--- src/rtl/blmfm_pkg.sv ---
// package for the bias, leak and motor fault monitor
// assumes a single 125 MHz clock; holds thresholds, times and codes
package blmfm_pkg;

  // ------------------------------------------------------------
  // clock and times
  // ------------------------------------------------------------
  localparam int unsigned CLK_HZ          = 125000000; // system clock rate
  localparam int unsigned BIAS_HOLD_MS    = 500;       // bias hold time, ms
  localparam int unsigned LEAK_DELAY_MS   = 1000;      // corona settle, ms
  localparam int unsigned LEAK_GAP_MS     = 1000;      // leak sample spacing, ms
  localparam int unsigned MOTOR_START_MS  = 1000;      // motor start window, ms
  localparam int unsigned MOTOR_RUN_MS    = 2000;      // motor run window, ms
  // cycle counts derived from the times (exact at this rate)
  localparam int unsigned BIAS_HOLD_CYC   = BIAS_HOLD_MS * (CLK_HZ / 1000);
  localparam int unsigned LEAK_DELAY_CYC  = LEAK_DELAY_MS * (CLK_HZ / 1000);
  localparam int unsigned LEAK_GAP_CYC    = LEAK_GAP_MS * (CLK_HZ / 1000);
  localparam int unsigned MOTOR_START_CYC = MOTOR_START_MS * (CLK_HZ / 1000);
  localparam int unsigned MOTOR_RUN_CYC   = MOTOR_RUN_MS * (CLK_HZ / 1000);

  // ------------------------------------------------------------
  // analogue thresholds
  // ------------------------------------------------------------
  localparam int unsigned ADC_W           = 10;        // feedback adc width
  localparam int unsigned ADC_FULL_MV     = 5000;      // adc full scale, mV
  localparam int unsigned FB_LIMIT_MV     = 4800;      // feedback leak level, mV
  localparam logic [9:0]  FB_LIMIT        = 10'(FB_LIMIT_MV * 1023 / ADC_FULL_MV);
  localparam int unsigned PWM_W           = 8;         // duty word width
  localparam logic [7:0]  PWM_LIMIT       = 8'h80;     // 50 percent of 256

  // ------------------------------------------------------------
  // fault codes, one bit each in the fault vector
  // ------------------------------------------------------------
  localparam int unsigned NUM_FAULT       = 4;
  localparam int unsigned BELT_BIAS_BIT   = 0;
  localparam int unsigned CORONA_LEAK_BIT = 1;
  localparam int unsigned DRUM_MOTOR_BIT  = 2;
  localparam int unsigned PAPER_BIAS_BIT  = 3;
  localparam logic [9:0]  BELT_BIAS_FAULT_CODE   = 10'h190;
  localparam logic [9:0]  CORONA_LEAK_FAULT_CODE = 10'h1A6;
  localparam logic [9:0]  DRUM_MOTOR_FAULT_CODE  = 10'h1B8;
  localparam logic [9:0]  PAPER_BIAS_FAULT_CODE  = 10'h1C2;
  localparam logic [9:0]  NO_FAULT_CODE          = 10'h000;

  // leak sampler states
  typedef enum logic [1:0] {
    BLMFM_LK_IDLE   = 2'b00, // corona off
    BLMFM_LK_SETTLE = 2'b01, // waiting after switch on
    BLMFM_LK_FIRST  = 2'b10, // waiting for first sample
    BLMFM_LK_SECOND = 2'b11  // first sample saw a leak
  } blmfm_leak_type;

endpackage

--- src/rtl/blmfm_bias_mon.sv ---
// one bias supply monitor: feedback or duty too high for a hold time
// assumes feedback and duty are already synchronised to clk
`timescale 1ns/1ps
module blmfm_bias_mon #(
  parameter int unsigned HOLD_CYC = blmfm_pkg::BIAS_HOLD_CYC
) (
  input  wire logic                            clk,
  input  wire logic                            rst,
  input  wire logic                            ce,
  input  wire logic                            active,
  input  wire logic [blmfm_pkg::ADC_W-1:0]    feedback,
  input  wire logic [blmfm_pkg::PWM_W-1:0]    duty,
  output logic                                 fault
);

  // ------------------------------------------------------------
  // qualifier
  // ------------------------------------------------------------
  logic [31:0] cnt_q;   // cycles the condition has held
  logic        cond;    // leak indication this cycle

  // either limit counts as a leak
  assign cond = (feedback >= blmfm_pkg::FB_LIMIT) || (duty >= blmfm_pkg::PWM_LIMIT);

  // count only while active; restart on any break
  always_ff @(posedge clk)
  begin
    if (rst)
      cnt_q <= 32'h0;
    else if (ce)
    begin
      if (!(active && cond))
        cnt_q <= 32'h0;
      else if (cnt_q < HOLD_CYC)
        cnt_q <= cnt_q + 32'h1;
    end
  end

  // latched until reset
  always_ff @(posedge clk)
  begin
    if (rst)
      fault <= 1'b0;
    else if (ce && active && cond && cnt_q == HOLD_CYC - 1)
      fault <= 1'b1;
  end

endmodule // blmfm_bias_mon

--- src/rtl/blmfm_top.sv ---
// top of the bias, leak and motor fault monitor
// assumes supply feedback arrives as asynchronous pins; triggers come
// from logic on the same clock; faults stay until reset
//
// Summary of operation
// - belt bias checked only while bias on
// - belt feedback or duty high 500 ms
// - leak sampling starts 1 s after on
// - two leak samples 1 s apart
// - leak fault when both samples leak
// - motor not ready 1 s after trigger
// - motor bad 2 s while trigger on
// - paper bias checked only while printing
// - paper feedback or duty high 500 ms
`timescale 1ns/1ps
module blmfm_top #(
  parameter int unsigned BIAS_HOLD_CYC   = blmfm_pkg::BIAS_HOLD_CYC,
  parameter int unsigned LEAK_DELAY_CYC  = blmfm_pkg::LEAK_DELAY_CYC,
  parameter int unsigned LEAK_GAP_CYC    = blmfm_pkg::LEAK_GAP_CYC,
  parameter int unsigned MOTOR_START_CYC = blmfm_pkg::MOTOR_START_CYC,
  parameter int unsigned MOTOR_RUN_CYC   = blmfm_pkg::MOTOR_RUN_CYC
) (
  input  wire logic                          clk,
  input  wire logic                          rst,
  input  wire logic                          ce,
  input  wire logic                          printing,
  input  wire logic                          self_check,
  input  wire logic                          belt_bias_on,
  input  wire logic [blmfm_pkg::ADC_W-1:0]  belt_fb,
  input  wire logic [blmfm_pkg::PWM_W-1:0]  belt_duty,
  input  wire logic                          cleaning_corona_on,
  input  wire logic                          corona_leak,
  input  wire logic                          drum_trigger,
  input  wire logic                          drum_motor_ok,
  input  wire logic                          paper_bias_on,
  input  wire logic [blmfm_pkg::ADC_W-1:0]  paper_fb,
  input  wire logic [blmfm_pkg::PWM_W-1:0]  paper_duty,
  output logic [blmfm_pkg::NUM_FAULT-1:0]   fault_q,
  output logic                               fault_any_q,
  output logic [9:0]                         fault_code_q
);

  // ------------------------------------------------------------
  // pin synchronisers
  // ------------------------------------------------------------
  logic [blmfm_pkg::ADC_W-1:0] belt_fb_m_q, belt_fb_q;   // belt feedback
  logic [blmfm_pkg::ADC_W-1:0] paper_fb_m_q, paper_fb_q; // paper feedback
  logic [1:0]                  leak_s_q;                 // corona leak pin
  logic [1:0]                  mok_s_q;                  // motor ok pin

  // two stages per pin; a slow analogue word tolerates bit skew
  always_ff @(posedge clk)
  begin
    if (rst)
    begin
      belt_fb_m_q  <= '0;
      belt_fb_q    <= '0;
      paper_fb_m_q <= '0;
      paper_fb_q   <= '0;
      leak_s_q     <= 2'h0;
      mok_s_q      <= 2'h0;
    end
    else if (ce)
    begin
      belt_fb_m_q  <= belt_fb;
      belt_fb_q    <= belt_fb_m_q;
      paper_fb_m_q <= paper_fb;
      paper_fb_q   <= paper_fb_m_q;
      leak_s_q     <= {leak_s_q[0], corona_leak};
      mok_s_q      <= {mok_s_q[0], drum_motor_ok};
    end
  end

  logic leak_now;  // synchronised leak level
  logic mok_now;   // synchronised motor ok level
  assign leak_now = leak_s_q[1];
  assign mok_now  = mok_s_q[1];

  // ------------------------------------------------------------
  // bias monitors
  // ------------------------------------------------------------
  logic belt_act;   // belt bias under watch
  logic paper_act;  // paper bias under watch
  logic belt_flt;   // belt monitor result
  logic paper_flt;  // paper monitor result

  assign belt_act  = belt_bias_on && (printing || self_check);
  assign paper_act = paper_bias_on && printing;

  blmfm_bias_mon #(.HOLD_CYC(BIAS_HOLD_CYC)) u_belt (
    .clk      (clk),
    .rst      (rst),
    .ce       (ce),
    .active   (belt_act),
    .feedback (belt_fb_q),
    .duty     (belt_duty),
    .fault    (belt_flt)
  );

  blmfm_bias_mon #(.HOLD_CYC(BIAS_HOLD_CYC)) u_paper (
    .clk      (clk),
    .rst      (rst),
    .ce       (ce),
    .active   (paper_act),
    .feedback (paper_fb_q),
    .duty     (paper_duty),
    .fault    (paper_flt)
  );

  // ------------------------------------------------------------
  // corona leak sampler
  // ------------------------------------------------------------
  blmfm_pkg::blmfm_leak_type lk_q;  // sampler state
  logic [31:0]               lk_cnt_q; // time in state
  logic                      leak_flt; // leak event this cycle

  // sample at end of each wait; a clean sample restarts the pair
  always_ff @(posedge clk)
  begin
    if (rst)
    begin
      lk_q     <= blmfm_pkg::BLMFM_LK_IDLE;
      lk_cnt_q <= 32'h0;
    end
    else if (ce)
    begin
      if (!cleaning_corona_on)
      begin
        lk_q     <= blmfm_pkg::BLMFM_LK_IDLE;
        lk_cnt_q <= 32'h0;
      end
      else
      begin
        case (lk_q)
          blmfm_pkg::BLMFM_LK_IDLE:
          begin
            lk_q     <= blmfm_pkg::BLMFM_LK_SETTLE;
            lk_cnt_q <= 32'h1;
          end
          blmfm_pkg::BLMFM_LK_SETTLE:
          begin
            if (lk_cnt_q >= LEAK_DELAY_CYC - 1)
            begin
              lk_q     <= leak_now ? blmfm_pkg::BLMFM_LK_SECOND
                                   : blmfm_pkg::BLMFM_LK_FIRST;
              lk_cnt_q <= 32'h0;
            end
            else
              lk_cnt_q <= lk_cnt_q + 32'h1;
          end
          default:
          begin
            if (lk_cnt_q >= LEAK_GAP_CYC - 1)
            begin
              lk_q     <= leak_now ? blmfm_pkg::BLMFM_LK_SECOND
                                   : blmfm_pkg::BLMFM_LK_FIRST;
              lk_cnt_q <= 32'h0;
            end
            else
              lk_cnt_q <= lk_cnt_q + 32'h1;
          end
        endcase
      end
    end
  end

  assign leak_flt = cleaning_corona_on && (lk_q == blmfm_pkg::BLMFM_LK_SECOND)
                    && (lk_cnt_q >= LEAK_GAP_CYC - 1) && leak_now;

  // ------------------------------------------------------------
  // drum motor supervisor
  // ------------------------------------------------------------
  logic [31:0] st_cnt_q;  // cycles since trigger went on
  logic [31:0] bad_cnt_q; // cycles feedback out of range
  logic        motor_flt; // motor event this cycle

  // start window timer, saturating just past the limit
  always_ff @(posedge clk)
  begin
    if (rst)
      st_cnt_q <= 32'h0;
    else if (ce)
    begin
      if (!drum_trigger)
        st_cnt_q <= 32'h0;
      else if (st_cnt_q < MOTOR_START_CYC)
        st_cnt_q <= st_cnt_q + 32'h1;
    end
  end

  // running out-of-range timer
  always_ff @(posedge clk)
  begin
    if (rst)
      bad_cnt_q <= 32'h0;
    else if (ce)
    begin
      if (!drum_trigger || mok_now)
        bad_cnt_q <= 32'h0;
      else if (bad_cnt_q < MOTOR_RUN_CYC)
        bad_cnt_q <= bad_cnt_q + 32'h1;
    end
  end

  assign motor_flt = drum_trigger && !mok_now &&
                     ((st_cnt_q == MOTOR_START_CYC - 1) ||
                      (bad_cnt_q == MOTOR_RUN_CYC - 1));

  // ------------------------------------------------------------
  // fault latch and reporting
  // ------------------------------------------------------------
  logic [blmfm_pkg::NUM_FAULT-1:0] ev; // fault events this cycle
  assign ev[blmfm_pkg::BELT_BIAS_BIT]   = belt_flt;
  assign ev[blmfm_pkg::CORONA_LEAK_BIT] = ce && leak_flt;
  assign ev[blmfm_pkg::DRUM_MOTOR_BIT]  = ce && motor_flt;
  assign ev[blmfm_pkg::PAPER_BIAS_BIT]  = paper_flt;

  // sticky until reset; frozen with ce low like the rest
  always_ff @(posedge clk)
  begin
    if (rst)
    begin
      fault_q     <= '0;
      fault_any_q <= 1'b0;
    end
    else if (ce)
    begin
      fault_q     <= fault_q | ev;
      fault_any_q <= |(fault_q | ev);
    end
  end

  // first fault code wins and is kept
  always_ff @(posedge clk)
  begin
    if (rst)
      fault_code_q <= blmfm_pkg::NO_FAULT_CODE;
    else if (ce && fault_code_q == blmfm_pkg::NO_FAULT_CODE)
    begin
      if (ev[blmfm_pkg::BELT_BIAS_BIT])
        fault_code_q <= blmfm_pkg::BELT_BIAS_FAULT_CODE;
      else if (ev[blmfm_pkg::CORONA_LEAK_BIT])
        fault_code_q <= blmfm_pkg::CORONA_LEAK_FAULT_CODE;
      else if (ev[blmfm_pkg::DRUM_MOTOR_BIT])
        fault_code_q <= blmfm_pkg::DRUM_MOTOR_FAULT_CODE;
      else if (ev[blmfm_pkg::PAPER_BIAS_BIT])
        fault_code_q <= blmfm_pkg::PAPER_BIAS_FAULT_CODE;
    end
  end

endmodule // blmfm_top

--- config.mk ---
export PLATFORM = sky130hd
export DESIGN_NAME = blmfm_top
export DESIGN_NICKNAME = d
export VERILOG_FILES = /design/src/rtl/blmfm_pkg.sv /design/src/rtl/blmfm_bias_mon.sv /design/src/rtl/blmfm_top.sv
export SDC_FILE = /design/constraint.sdc
export NUM_CORES = 1
export LEC_CHECK = 0
export BUFFER_PORTS_ARGS = -buffer_cell sky130_fd_sc_hd__buf_2
export CAP_MARGIN = 20
export CORE_AREA = 3 3 155 157
export CTS_CLUSTER_SIZE = 30
export DETAILED_ROUTE_END_ITERATION = 12
export DIE_AREA = 0 0 158 160
export PLACE_DENSITY = 0.65
export SKIP_CTS_REPAIR_TIMING = 1
export SLEW_MARGIN = 20
export SYNTH_ARGS = -nofsm -noshare
export SYNTH_HDL_FRONTEND = slang
export SYNTH_HIERARCHICAL = 1
export SYNTH_SLANG_ARGS = --single-unit
--- constraint.sdc ---
create_clock -name clk -period 5 [get_ports clk]
set_clock_uncertainty 0.2 [all_clocks]
set_input_delay 0.75 -clock clk [delete_from_list [all_inputs] [get_ports clk]]
set_output_delay 0.75 -clock clk [all_outputs]
set_load 0.02 [all_outputs]
==> flow_metrics.tcl <==
set metrics [dict create \
    status "finished, final reports clean" \
    path_class "flop to flop" \
    io_buffers 43 \
    dr.pass1.iters 5 \
    netlist_area_um2 9790 \
    crit_arrival_ns 3.11 \
    h-tree-depth 1 \
    place.gp.congestion 0.821 \
    reg2reg_slack_ns 2.08 \
    die_width_um 158 \
    overflow 0 \
    p_comb_share_pct 3.9 \
    antenna_found_initial 0 \
    swShare_pct 22.6 \
    fin_tns_setup_ns 0 \
    cp_max_fo 23 \
    slowest_delay_ns 0.76 \
    numCtsBuffers 24 \
    layout.nets 1203 \
    max_freq_ghz 0.342 \
    finalMaxSlewViolations 0 \
    area_delta_synth_final_pct 11.4 \
    tightest_slew_ns 1.08 \
    busiest_layer "met2" \
    numClockSinks 216 \
    antenna_left 0 \
    vias 7893 \
    ir_worst_vdd_uv 201 \
    powerDensity_nw_per_um2 326 \
    hold_path.class "flop to flop" \
    use_met1_pct 23.5 \
    wirelength_mm 20.6 \
    drt-wirelength-per-cell_um 14.2 \
    drive_gt1_share_pct 9.77 \
    worstPathCellList "or4_1 -> nor2_1 -> o311ai_1 -> o22ai_2 -> nor4b_1 -> xnor2_1 -> nor2_1" \
    rows 55 \
    io_pins 62 \
    clock_power_share_pct 46.9 \
    initialDrtViolationCount 520 \
    cp-start-kind "flop" \
    n_fill_cell 2182 \
    fin_total_pwr_uw 3560 \
    synth-warning-count 6 \
    seq_area_um2 4320 \
    clock_path_buffers 3 \
    dp_hpwl_mm 13.7 \
    cellLeakagePower_uw 0.00402 \
    p_int_uw 2750 \
    viasPerCell 5.44 \
    die_area_um2 25300 \
    avgSynthCellArea_um2 8.65 \
    maxCapViolations 0 \
    required_ns 5.19 \
    core_area_um2 22600 \
    cts_tree "yes" \
    start_util_pct 43.2 \
    drc 0 \
    cp_slowest_cell "o22ai_2" \
    worstSetupEndpointType "flop" \
    cpMostUsedCell "nor2_1" \
    grt_pass1_vias 7190 \
    pwr-share-seq_pct 49.3 \
    setup-violations-final 0 \
    period_share_pct 58.4 \
    period_minus_slack_ns 2.92 \
    cts.reportedPaths.clkPinSlew_ns 0.06 \
    antenna_cells 0 \
    root_buffer "clkbuf_16" \
    switching_power_uw 803 \
    rsz0062_at_grt "no" \
    multiInputGateArea_um2 5170 \
    use_met2_pct 24.5 \
    slew_headroom_pct 27.8 \
    synthCells 1131 \
    hold_violations 0 \
    globalRouteTotalUtil_pct 16.0 \
    clk_latency_ns 0.51 \
    grt_pass1_wl_mm 34.9 \
    die_h_um 160 \
    grt_use_met3_pct 2.82 \
    grt_max_degree 58 \
]
-- metrics by stage --
stage	setup slack (ns)	std cells	instance area, um^2	utilization [%]	hold slack [ns]
2_1_floorplan	2.53	1132	9790	-	0.220
3_3_place_gp	1.63	1410	10100	44.8	0.237
3_5_place_dp	1.62	1410	10200	44.8	0.238
4_1_cts	2.08	1452	10900	48.1	0.250
5_1_grt	1.91	1452	10900	48.1	0.272
6_report	2.08	1452	10900	48.1	0.248
-- worst max-delay path: cells and delay by family (launching register included) --
family	cells	cell delay, ns
xor+xnor	1	0.17
simple gates	4	1.16
flops	1	0.30
compound gates	2	0.97
-- power by group through the flow --
stage	sequential [uW]	combinational (uW)	clock, uW
finish	1750	138	1670
global route	1750	156	1790
CTS	1750	141	1710
detailed placement	1790	140	0
global placement	1790	138	0
floorplan	1790	103	0
-- area by class of cell --
| cell class | instances | area share, % |
|---|---|---|
| Clock buffer | 32 | 6.35 |
| Clock inverter | 10 | 0.494 |
| Inverter | 13 | 0.448 |
| Multi-Input combinational cell | 848 | 47.4 |
| Sequential cell | 216 | 39.7 |
| Tap cell | 285 | 3.27 |
| Timing Repair Buffer | 48 | 2.34 |
-- per-layer routing --
layer / part of all wire [%] / vias up
met3: 3.7 / 28
met4: 2.1 / 0
met1: 51 / 3676
met2: 43 / 124
met5: 0 / -
li1: - / 4065
-- path summary, 6_finish.rpt --
path | from | endpoint | cells after the start
setup / recovery | st_cnt_q[27] | st_cnt_q[15] | 7
hold / removal | st_cnt_q[30] | st_cnt_q[30] | 1
setup reg to reg | st_cnt_q[27] | st_cnt_q[15] | 7
hold reg to reg | st_cnt_q[30] | st_cnt_q[30] | 1
-- layout by cell type, fill, tap and decap left out, types with 5 or more instances in the layout --
cell type,instances
nor3_1,24
buf_2,42
and2_1,34
nand3_1,60
o31ai_1,18
nor2_1,211
nor2b_1,8
nor4b_1,8
mux2i_1,41
nand4_1,42
o21a_1,5
o21ai_0,7
nand2_1,68
clkinv_2,9
o21ai_1,51
clkbuf_16,25
a21oi_1,26
xnor2_1,29
nor3b_1,5
a31oi_1,15
and4_1,14
nor4_1,11
xor2_1,50
ha_1,5
dfxtp_1,216
and3_1,30
inv_1,12
buf_4,6
-- state kept, by name, indices dropped and copies added (netlist names) --
name	flops
leak_s_q	2
fault_q	4
bad_cnt_q	32
mok_s_q	2
st_cnt_q	32
fault_any_q	1
u_belt/cnt_q	32
paper_fb_q	9
u_belt/fault	1
belt_fb_m_q	9
lk_cnt_q	32
fault_code_q	7
paper_fb_m_q	9
belt_fb_q	9
lk_q	2
u_paper/fault	1
u_paper/cnt_q	32
No activity file was read; power rests on OpenSTA's default activity.
